$ cat src/pkg/mm_timer_pkg.sv
// Purpose: constants shared by the multimode down-counting timer
// Assumes: byte-wide memory-mapped register access from the core
// Notes:   addresses are the core's data addresses of the timer bytes
package mm_timer_pkg;

  // ****************************************
  // register byte addresses
  // ****************************************
  localparam logic [7:0] ADDR_RELOAD_LOW  = 8'haa;
  localparam logic [7:0] ADDR_RELOAD_HIGH = 8'hab;
  localparam logic [7:0] ADDR_COUNT_LOW   = 8'hac;
  localparam logic [7:0] ADDR_COUNT_HIGH  = 8'had;
  localparam logic [7:0] ADDR_CONTROL     = 8'hae;

  // ****************************************
  // control field positions
  // ****************************************
  localparam int MODE_MSB    = 7;
  localparam int MODE_LSB    = 5;
  localparam int RUN_BIT     = 4;
  localparam int PENDING_BIT = 3;
  localparam int IRQ_EN_BIT  = 2;

  // ****************************************
  // reset values
  // ****************************************
  localparam logic [15:0] COUNT_RESET  = 16'hffff;
  localparam logic [15:0] RELOAD_RESET = 16'h0000;
  localparam logic [7:0]  CTRL_RESET   = 8'h00;

  // ****************************************
  // mode field codes
  // ****************************************
  localparam logic [2:0] MODE_EVENT_RISE = 3'h0;
  localparam logic [2:0] MODE_EVENT_FALL = 3'h1;
  localparam logic [2:0] MODE_CAPT_RISE  = 3'h2;
  localparam logic [2:0] MODE_CAPT_FALL  = 3'h3;
  localparam logic [2:0] MODE_PWM_PLAIN  = 3'h4;
  localparam logic [2:0] MODE_PWM_TOGGLE = 3'h5;

endpackage : mm_timer_pkg

$ cat src/rtl/mm_timer.sv
// Purpose: 16-bit down-counting timer with PWM, event count and capture modes
// Assumes: clk is the instruction clock; one byte access per cycle at most
// Notes:   timer_pin input is asynchronous and passes a 3-stage synchroniser
//
// Overview of operation
// - 16-bit counter, high/low byte access
// - 16-bit reload/capture register, two bytes
// - one pin shared with port bit two
// - counter decrements; software starts and stops outside capture
// - count clock or qualifying pin edges
// - underflow from 0000 outside capture: pending, toggle in toggle pwm; capture wraps to ffff
// - single interrupt, source set by mode
// - reset: counter ffff, reload 0000
// - bits 7..5 form mode field
// - bit 4 runs timer outside capture
// - bit 4 is underflow flag in capture
// - bit 3 is interrupt pending flag
// - bit 2 is interrupt enable
// - mode codes: event, capture, pwm
// - pwm/event underflow reloads, sets pending
// - capture edge copies counter, sets pending
// - irq needs pending or capture underflow, enable, global enable
`timescale 1ns/10ps

module mm_timer (
  // clock and reset
  input  wire logic       clk,
  input  wire logic       rst,
  // memory-mapped byte access
  input  wire logic [7:0] addr,
  input  wire logic       wr_en,
  input  wire logic [7:0] wr_data,
  input  wire logic       rd_en,
  output logic      [7:0] rd_data,
  output logic            rd_hit,
  // core interrupt
  input  wire logic       global_irq_enable,
  output logic            timer_irq,
  // timer pin, alternate function of port bit two
  input  wire logic       timer_pin_in,
  input  wire logic [7:0] port_bit_two_out,
  output logic            timer_pin_toggle,
  output logic            timer_pin_out,
  output logic            timer_pin_is_timer
);

  logic [15:0] down_counter_r;
  logic [15:0] reload_capture_r;
  logic [2:0]  mode_r;
  logic        run_or_underflow_r;
  logic        timer_pending_r;
  logic        timer_irq_enable_r;
  logic        toggle_r;
  logic [2:0]  pin_sync_r;
  logic        pin_level_r;

  // ****************************************
  // mode decode
  // ****************************************
  function automatic logic is_capture(input logic [2:0] m);
    is_capture = (m == mm_timer_pkg::MODE_CAPT_RISE) || (m == mm_timer_pkg::MODE_CAPT_FALL);
  endfunction : is_capture

  function automatic logic is_event(input logic [2:0] m);
    is_event = (m == mm_timer_pkg::MODE_EVENT_RISE) || (m == mm_timer_pkg::MODE_EVENT_FALL);
  endfunction : is_event

  logic capture_mode;
  logic event_mode;
  logic pwm_mode;
  logic falling_sel;
  assign capture_mode = is_capture(mode_r);
  assign event_mode   = is_event(mode_r);
  assign pwm_mode     = (mode_r == mm_timer_pkg::MODE_PWM_PLAIN) || (mode_r == mm_timer_pkg::MODE_PWM_TOGGLE);
  // odd codes pick the falling edge in event and capture modes
  assign falling_sel  = mode_r[0];

  // ****************************************
  // pin synchroniser and edge detect
  // ****************************************
  // three-stage sync
  always_ff @(posedge clk) begin
    if (rst) begin
      pin_sync_r <= 3'h0;
    end else begin
      pin_sync_r <= {pin_sync_r[1:0], timer_pin_in};
    end
  end

  // level changes only when stages two and three agree
  always_ff @(posedge clk) begin
    if (rst) begin
      pin_level_r <= 1'b0;
    end else if (pin_sync_r[1] == pin_sync_r[2]) begin
      pin_level_r <= pin_sync_r[2];
    end
  end

  logic pin_rise;
  logic pin_fall;
  logic pin_edge;
  assign pin_rise = (pin_sync_r[1] == pin_sync_r[2]) && pin_sync_r[2] && !pin_level_r;
  assign pin_fall = (pin_sync_r[1] == pin_sync_r[2]) && !pin_sync_r[2] && pin_level_r;
  assign pin_edge = falling_sel ? pin_fall : pin_rise;

  // ****************************************
  // count and underflow
  // ****************************************
  logic running;
  logic tick;
  logic underflow;
  logic capture_evt;
  logic wr_cnt_lo;
  logic wr_cnt_hi;
  logic wr_rl_lo;
  logic wr_rl_hi;
  logic wr_ctrl;

  assign wr_cnt_lo = wr_en && (addr == mm_timer_pkg::ADDR_COUNT_LOW);
  assign wr_cnt_hi = wr_en && (addr == mm_timer_pkg::ADDR_COUNT_HIGH);
  assign wr_rl_lo  = wr_en && (addr == mm_timer_pkg::ADDR_RELOAD_LOW);
  assign wr_rl_hi  = wr_en && (addr == mm_timer_pkg::ADDR_RELOAD_HIGH);
  assign wr_ctrl   = wr_en && (addr == mm_timer_pkg::ADDR_CONTROL);

  // capture mode always runs, else run bit
  assign running     = capture_mode || run_or_underflow_r;
  assign tick        = running && (event_mode ? pin_edge : 1'b1);
  assign underflow   = tick && (down_counter_r == 16'h0000);
  assign capture_evt = capture_mode && pin_edge;

  always_ff @(posedge clk) begin
    if (rst) begin
      down_counter_r <= mm_timer_pkg::COUNT_RESET;
    end else if (wr_cnt_lo) begin
      down_counter_r[7:0] <= wr_data;
    end else if (wr_cnt_hi) begin
      down_counter_r[15:8] <= wr_data;
    end else if (underflow && !capture_mode) begin
      down_counter_r <= reload_capture_r;
    end else if (tick) begin
      down_counter_r <= down_counter_r - 16'h0001;
    end
  end

  always_ff @(posedge clk) begin
    if (rst) begin
      reload_capture_r <= mm_timer_pkg::RELOAD_RESET;
    end else if (capture_evt) begin
      reload_capture_r <= down_counter_r;
    end else if (wr_rl_lo) begin
      reload_capture_r[7:0] <= wr_data;
    end else if (wr_rl_hi) begin
      reload_capture_r[15:8] <= wr_data;
    end
  end

  // ****************************************
  // control register
  // ****************************************
  // mode field and interrupt enable
  always_ff @(posedge clk) begin
    if (rst) begin
      mode_r             <= mm_timer_pkg::CTRL_RESET[mm_timer_pkg::MODE_MSB:mm_timer_pkg::MODE_LSB];
      timer_irq_enable_r <= mm_timer_pkg::CTRL_RESET[mm_timer_pkg::IRQ_EN_BIT];
    end else if (wr_ctrl) begin
      mode_r             <= wr_data[mm_timer_pkg::MODE_MSB:mm_timer_pkg::MODE_LSB];
      timer_irq_enable_r <= wr_data[mm_timer_pkg::IRQ_EN_BIT];
    end
  end

  // run bit; underflow flag in capture, set wins
  always_ff @(posedge clk) begin
    if (rst) begin
      run_or_underflow_r <= mm_timer_pkg::CTRL_RESET[mm_timer_pkg::RUN_BIT];
    end else if (capture_mode && underflow) begin
      run_or_underflow_r <= 1'b1;
    end else if (wr_ctrl) begin
      run_or_underflow_r <= wr_data[mm_timer_pkg::RUN_BIT];
    end
  end

  // pending flag; source by mode; set wins over clear
  always_ff @(posedge clk) begin
    if (rst) begin
      timer_pending_r <= mm_timer_pkg::CTRL_RESET[mm_timer_pkg::PENDING_BIT];
    end else if (capture_mode ? capture_evt : underflow) begin
      timer_pending_r <= 1'b1;
    end else if (wr_ctrl) begin
      timer_pending_r <= wr_data[mm_timer_pkg::PENDING_BIT];
    end
  end

  // ****************************************
  // pin toggle and interrupt
  // ****************************************
  // toggle on underflow in toggle pwm
  always_ff @(posedge clk) begin
    if (rst) begin
      toggle_r <= 1'b0;
    end else if (underflow && (mode_r == mm_timer_pkg::MODE_PWM_TOGGLE)) begin
      toggle_r <= ~toggle_r;
    end
  end

  // pin follows port bit two xor toggle when pwm toggle mode
  assign timer_pin_is_timer = (mode_r == mm_timer_pkg::MODE_PWM_TOGGLE);
  assign timer_pin_toggle   = toggle_r;
  assign timer_pin_out      = port_bit_two_out[2] ^ toggle_r;

  assign timer_irq = global_irq_enable && timer_irq_enable_r &&
                     (timer_pending_r || (capture_mode && run_or_underflow_r));

  // ****************************************
  // read mux
  // ****************************************
  always_ff @(posedge clk) begin
    if (rst) begin
      rd_data <= 8'h00;
      rd_hit  <= 1'b0;
    end else begin
      rd_hit <= rd_en && (addr inside {mm_timer_pkg::ADDR_RELOAD_LOW, mm_timer_pkg::ADDR_RELOAD_HIGH,
                 mm_timer_pkg::ADDR_COUNT_LOW, mm_timer_pkg::ADDR_COUNT_HIGH, mm_timer_pkg::ADDR_CONTROL});
      if (!rd_en) begin
        rd_data <= 8'h00;
      end else begin
        unique case (addr)
          mm_timer_pkg::ADDR_RELOAD_LOW:  rd_data <= reload_capture_r[7:0];
          mm_timer_pkg::ADDR_RELOAD_HIGH: rd_data <= reload_capture_r[15:8];
          mm_timer_pkg::ADDR_COUNT_LOW:   rd_data <= down_counter_r[7:0];
          mm_timer_pkg::ADDR_COUNT_HIGH:  rd_data <= down_counter_r[15:8];
          mm_timer_pkg::ADDR_CONTROL:     rd_data <= {mode_r, run_or_underflow_r, timer_pending_r,
                                                      timer_irq_enable_r, 2'b00};
          default:                        rd_data <= 8'h00;
        endcase
      end
    end
  end

  // ****************************************
  // assertions
  // ****************************************
  property p_reset_values;
    @(posedge clk) rst |=> (down_counter_r == 16'hffff) && (reload_capture_r == 16'h0000);
  endproperty
  a_reset_values: assert property (p_reset_values) else $error("reset values wrong");

  property p_reload;
    @(posedge clk) disable iff (rst)
      (underflow && !capture_mode && !wr_cnt_lo && !wr_cnt_hi) |=> down_counter_r == $past(reload_capture_r);
  endproperty
  a_reload: assert property (p_reload) else $error("no reload on underflow");

  property p_decrement;
    @(posedge clk) disable iff (rst)
      (tick && !underflow && !wr_cnt_lo && !wr_cnt_hi) |=> down_counter_r == $past(down_counter_r) - 16'h0001;
  endproperty
  a_decrement: assert property (p_decrement) else $error("counter did not decrement");

  property p_stopped;
    @(posedge clk) disable iff (rst)
      (!running && !wr_cnt_lo && !wr_cnt_hi) |=> $stable(down_counter_r);
  endproperty
  a_stopped: assert property (p_stopped) else $error("stopped counter moved");

  property p_capture;
    @(posedge clk) disable iff (rst)
      capture_evt |=> (reload_capture_r == $past(down_counter_r)) && timer_pending_r;
  endproperty
  a_capture: assert property (p_capture) else $error("capture failed");

  // capture mode wraps instead of reloading, flag in bit 4
  property p_capture_wrap;
    @(posedge clk) disable iff (rst)
      (capture_mode && underflow && !wr_cnt_lo && !wr_cnt_hi) |=>
        run_or_underflow_r && (down_counter_r == 16'hffff);
  endproperty
  a_capture_wrap: assert property (p_capture_wrap) else $error("capture underflow not flagged");

  property p_pending_set;
    @(posedge clk) disable iff (rst) (underflow && !capture_mode) |=> timer_pending_r;
  endproperty
  a_pending_set: assert property (p_pending_set) else $error("pending not set");

  property p_irq_gate;
    @(posedge clk) disable iff (rst) timer_irq |-> global_irq_enable && timer_irq_enable_r;
  endproperty
  a_irq_gate: assert property (p_irq_gate) else $error("irq without enables");

  property p_toggle;
    @(posedge clk) disable iff (rst)
      (underflow && mode_r == mm_timer_pkg::MODE_PWM_TOGGLE) |=> toggle_r != $past(toggle_r);
  endproperty
  a_toggle: assert property (p_toggle) else $error("pin did not toggle");

  property p_edge_once;
    @(posedge clk) disable iff (rst) pin_rise |=> !pin_rise;
  endproperty
  a_edge_once: assert property (p_edge_once) else $error("edge seen twice");

  c_underflow_pwm: cover property (@(posedge clk) disable iff (rst) underflow && pwm_mode);
  c_event_count:   cover property (@(posedge clk) disable iff (rst) tick && event_mode);
  c_capture:       cover property (@(posedge clk) disable iff (rst) capture_evt);
  c_capture_wrap:  cover property (@(posedge clk) disable iff (rst) capture_mode && underflow);
  c_irq:           cover property (@(posedge clk) disable iff (rst) timer_irq);

endmodule : mm_timer

$ cat config.mk
export PLATFORM = sky130hd
export DESIGN_NAME = mm_timer
export DESIGN_NICKNAME = d
export VERILOG_FILES = /design/src/pkg/mm_timer_pkg.sv /design/src/rtl/mm_timer.sv
export SDC_FILE = /design/constraint.sdc
export NUM_CORES = 1
export LEC_CHECK = 0
export ABC_AREA = 1
export BUFFER_PORTS_ARGS = -buffer_cell sky130_fd_sc_hd__buf_2
export CORE_ASPECT_RATIO = 0.5
export CORE_UTILIZATION = 40
export CTS_BUF_LIST = sky130_fd_sc_hd__clkbuf_2 sky130_fd_sc_hd__clkbuf_4 sky130_fd_sc_hd__clkbuf_8
export CTS_CLUSTER_DIAMETER = 60
export DETAILED_ROUTE_END_ITERATION = 12
export SYNTH_ARGS = -nofsm -noshare
export SYNTH_HDL_FRONTEND = slang
export SYNTH_SLANG_ARGS = --single-unit
$ cat constraint.sdc
create_clock -name clk -period 1.9 [get_ports clk]
set_input_delay 0.19 -clock clk [delete_from_list [all_inputs] [get_ports clk]]
set_output_delay 0.19 -clock clk [all_outputs]
set_load 0.02 [all_outputs]
After elaboration in Yosys (flattened, before gate mapping)
Index checks and enable logic that the tools add are counted.
{"block": "totals", "reg_bits": 52, "rom_bits": 0, "ramBits": 0, "latchBits": 0, "memories": 0, "in_bits": 30}
{"block": "classes", "n_shift": 0, "mux": 17, "n_lt_le_gt_ge": 0, "eq_ne": 12, "addsub": 1, "n_reduce_logical": 39, "div_mod_pow": 0, "bitwise": 4, "mul": 0}
{"operator": "2-to-1 mux 16 bit", "count": 3}
{"operator": "2-to-1 mux 8 bit", "count": 6}
{"operator": "equality test 8 bit, second input constant", "count": 5}
{"operator": "one-hot mux 8 bit (5 select lines)", "count": 1}
{"operator": "logical AND 1 bit", "count": 19}
{"operator": "zero test 16 bit", "count": 1}
{"operator": "subtractor 16 x 1 -> 16 bit, second input constant", "count": 1}
{"operator": "nonzero test 2 bit", "count": 4}
{"operator": "2-to-1 mux 1 bit", "count": 7}
{"operator": "equality test 3 x 2 -> 1 bit, second input constant", "count": 2}
{"operator": "AND reduction 2 bit", "count": 3}
{"operator": "nonzero test 3 bit", "count": 2}
{"operator": "nonzero test 5 bit", "count": 1}
{"operator": "logical OR 1 bit", "count": 4}
{"operator": "!= test 2 bit, second input constant", "count": 2}
{"operator": "equality test 3 x 1 -> 1 bit, second input constant", "count": 1}
{"operator": "equality test 3 bit, second input constant", "count": 1}
{"operator": "zero test 1 bit", "count": 3}
{"operator": "zero test 3 bit", "count": 1}
{"operator": "NOT 1 bit", "count": 3}
{"operator": "OR reduction 2 bit", "count": 1}
{"operator": "equality test 1 bit", "count": 1}
{"operator": "XOR 1 bit", "count": 1}

Depth between registers and ports, before layout
{"block": "logic_depth", "ltp_word": 11, "mapped_depth": 13, "ltp_nobuf": 13}

Worst setup path after synthesis
Ideal clock, no wire load.
{"block": "synth_timing", "path_type": "register to register", "startpoint": "reg down_counter_r[0]", "endpoint": "reg down_counter_r[8]", "t_arrival_ns": 1.520, "n_path_buf": 1, "stages_incl_launch_ff": 13, "synth_period_minus_slack_ns": 1.634, "setup_ns": 0.115, "slack_ns": 0.266, "path_cell_list": "dfxtp_1 inv_1 ha_1 nand2_1 nor2_2 nand2_1 nor2_2 nand3_2 buf_2 nand2_1 o211ai_1 nand2_1 nand2_1"}
{"block": "synth_between", "elab_chain_len": 5, "word_cells_on_any_way": 9, "cone_classes": "add/sub: 1; mux: 3; reduce/logical: 5"}
{"item": "start: declaration", "line_no": "mm_timer.sv:47", "rtl": "logic [15:0] down_counter_r;"}
{"item": "start signal: assignment", "line_no": "mm_timer.sv:133", "rtl": "down_counter_r <= mm_timer_pkg::COUNT_RESET;"}
{"item": "start signal: assignment", "line_no": "mm_timer.sv:135", "rtl": "down_counter_r[7:0] <= wr_data;"}
{"item": "start signal: assignment", "line_no": "mm_timer.sv:139", "rtl": "down_counter_r <= reload_capture_r;"}
{"item": "branches (longest 5 deep; another with subtractor 16 x 1 -> 16 bit)"}
Several ways; the timed one is not identified. The select of a mux whose other input is x is not followed.
A chain may end at the register's enable or synchronous reset.

Worst setup path after layout
{"block": "layout_timing", "startpoint": "reg down_counter_r[1]", "endpoint": "reg down_counter_r[2]"}
{"block": "layout_between", "elab_chain_len": 6, "word_cells_on_any_way": 10, "cone_classes": "add/sub: 1; mux: 4; reduce/logical: 5"}
{"item": "branches (longest 6 deep; another with subtractor 16 x 1 -> 16 bit)"}
Several ways; the timed one is not identified. The select of a mux whose other input is x is not followed.

==> impl_metrics.csv <==
group,metric,value,unit
critical_path,reg2reg_to,"down_counter_r[2]",
timing,fin_crit_sh,0.901,
synth,synth_area_leader_cell,"dfxtp_1",
grt,grtUsageTotal,0.261,
routing,drt_wl_total,10.2,mm
synth,synth_fp_nets,525,
timing,rsz0062_at_grt,"false",
grt,grt_max_degree,51,
job,maxCapViolCount,0,
die,core,7510,um^2
grt,gr-total-overflow,0,
synth,ys_types,38,
synth,synth-async-reset-ratio,0,
timing,timing.hold.ws,0.0547,ns
routing,drc,0,
die,die_w,128,um
critical_path,worstReg2RegStart,"down_counter_r[1]",
synth,yosys_register_bits,52,
critical_path,cp_slowest_cell,"dfxtp_1",
die,fp-row-count,22,
timing,fmax,584,MHz
synth,yosys_warnings,0,
timing,finalClockSkew,0.0120,ns
timing,setup_viol,0,
synth,synthCells,492,
routing,drt-initial-drc-count,408,
timing,drv_slew,0,
critical_path,cp_slowest_stage_delay,0.35,ns
timing,maxSlewHeadroom,0.714,
die,dieArea,8320,um^2
routing,firstDrtPassIters,5,
cells_and_area,design_area,3760,um^2
grt,antenna_found_initial,0,
cts,clock_tree.root_cell,"clkbuf_8",
power,total_power,1930,uW
place,hpwl,7.54,mm
critical_path,arrival,1.93,ns
critical_path,cp-end-kind,"register",
cts,h-tree-depth,2,
routing,vias,3327,
synth,synth-edff-count,0,
critical_path,worstRegToRegCells,12,
die,io-pin-count,43,
cts,cts_made_buffers,5,
place,place_area,3580,um^2
synth,synthTopCellsByCount,"nand2_1, inv_1, dfxtp_1, a21oi_1, nor2_1",
cells_and_area,layout-drive-gt1-share,0.179,
routing,viasPerCell,5.11,
cts,clkLatencyLatePin,0.32,ns
cells_and_area,area_growth,18.4,%
outcome,status,"finished, final reports clean",
die,die_y,65.0,um
routing,wire_per_inst,15.6,um
place,io_buffers,35,
worst_hold_path,hp-class,"in -> reg",
cells_and_area,num_antenna_cells,0,
cells_and_area,num-nets-final,575,
cts,cts.path.max_buffers,2,
critical_path,crit_type,"reg -> reg",
synth,synth.area.top_cells,"dfxtp_1, nand2_1, a21oi_1",
synth,ys_seq_area_frac,0.328,
critical_path,crit_chain,"inv_2 -> ha_4 -> nand2_2 -> nor2_2 -> buf_4 -> nand3_1 -> nor2_2 -> nand2_1 -> nor2_2 -> nand2_1 -> nand3_1 -> nand2_1",
timing,final.setup.tns,0,ns
critical_path,cp_num_cells,12,
routing,drtAntennaViolNets,0,
synth,yosysMostFrequentCell,"nand2_1",
timing,fin_crit,1.71,ns
critical_path,crit_path_start,"down_counter_r[1]",
critical_path,startpoint_type,"register",
cts,path_clk_slew,0.11,ns
synth,syn_area,3180,um^2
grt,grt_pass1_wl,16.1,mm
grt,grt_pass1_vias,2953,
power,powerDensity,512,nW/um^2
synth,avgSynthCellArea,6.46,um^2
timing,tightest_slew,0.429,ns
cts,cts_tree,"built",
timing,hold_viol,0,
synth,synth_top_area_frac,0.328,
critical_path,rrSetupSlack,0.19,ns
cts,cts_sinks,52,
critical_path,cp_max_fo,3,
critical_path,crit_family,"simple AND/OR/NAND/NOR gates",
power,peakVddDrop,0.290,mV
power,p_leak,0.00175,uW
cts,ctsHoldBuffers,0,
critical_path,required,2.12,ns
die,start_util,0.423,
cells_and_area,fin_util,0.501,
critical_path,path_buf_inv,2,
critical_path,endpoint,"down_counter_r[2]",
place,gp_congestion,0.848,
synth,ys_dominant_reg_cell,"dfxtp_1",
-- area by class of cell --
class                      instances  area, um^2
inverter                          60         231
fill                             794        3750
clock inverter                     2        16.3
multi-input combinational        367        1890
timing repair buffer              56         370
clock buffer                       6        76.3
tap                              108         135
sequential                        52        1040
-- per-stage QoR --
stage                     worst slack [ns]  cells
final                                0.189    651
after global routing                0.0542    651
after CTS                           0.0826    649
after detailed placement             0.105    641
after global placement               0.130    641
after floorplan                      0.266    492
-- cell families after synthesis --
family | count (synthesis) | synth area share
flip-flops | 52 | 0.328
AO/OA/AOI/OAI | 100 | 0.178
XOR/XNOR | 12 | 0.0331
adder cells (fa/ha/maj) | 3 | 0.0118
AND/OR/NAND/NOR | 252 | 0.358
buffers and inverters | 73 | 0.0918
-- routing by layer --
metal  vias up  track usage  routed length, um
met2       139        0.347               3850
li1       1704            -                  -
met5         -            0                  0
met3        11       0.0636               1020
met1      1473        0.399               5160
met4         0       0.0779                145
-- cell usage in the layout, fill, tap and decap left out, types with 2 or more instances in the layout --
cell | Yosys | final
inv_2 | 1 | 3
nor2_1 | 49 | 46
inv_1 | 56 | 53
o21ai_0 | 23 | 23
dfxtp_1 | 52 | 52
nand2_4 | 3 | 4
a21oi_1 | 49 | 49
o211ai_1 | 4 | 4
ha_1 | 3 | 2
a31oi_1 | 9 | 9
xor2_1 | 12 | 12
buf_2 | 2 | 35
a211oi_1 | 2 | 2
o22ai_1 | 4 | 4
buf_4 | 1 | 18
nor2_4 | 2 | 3
nand2_1 | 137 | 135
o21bai_1 | 3 | 3
inv_4 | 1 | 2
buf_12 | 0 | 3
nor3_1 | 4 | 4
nor3_2 | 2 | 2
nor2_2 | 4 | 6
nand3_1 | 40 | 39
nand2_2 | 2 | 3
nand4_1 | 3 | 3
clkbuf_8 | 0 | 5
o21ai_1 | 3 | 3
nand3_2 | 2 | 2
-- registers in the layout (all words and copies together), names as in the netlist --
name / cells
pin_sync_r: 3
timer_irq_enable_r: 1
rd_data: 8
mode_r: 3
timer_pending_r: 1
run_or_underflow_r: 1
reload_capture_r: 16
timer_pin_toggle: 1
pin_level_r: 1
rd_hit: 1
down_counter_r: 16
-- worst min-delay path: cells and delay by family --
family | cells | cell delay (ns)
simple gates | 1 | 0.06
buf+inv | 2 | 0.10
-- how the worst min path moves through the flow --
| stage | start | end | slack (ns) | cells after the start |
|---|---|---|---|---|
| 6_report | timer_pin_in | pin_sync_r[0] | 0.05 | 3 |
| 3_3_place_gp | timer_pin_in | pin_sync_r[0] | 0.39 | 3 |
| 2_1_floorplan | timer_pin_in | pin_sync_r[0] | 0.30 | 2 |
| 5_1_grt | timer_pin_in | pin_sync_r[0] | 0.07 | 3 |
| 4_1_cts | timer_pin_in | pin_sync_r[0] | 0.05 | 3 |
| 3_5_place_dp | timer_pin_in | pin_sync_r[0] | 0.40 | 3 |
-- where the power goes --
group | internal [uW] | switching (uW) | total, uW | leakage, uW
Sequential | 1100 | 4.11 | 1100 | 0.000420
Combinational | 40.2 | 89.3 | 130 | 0.00129
Clock | 278 | 418 | 696 | 0.0000448
-- repair_timing --
action                     in CTS  in global routing
buffers inserted                0                  2
resized for setup               0                 14
setup endpoints to repair       0                 16
(Power assumes the default switching activity.)
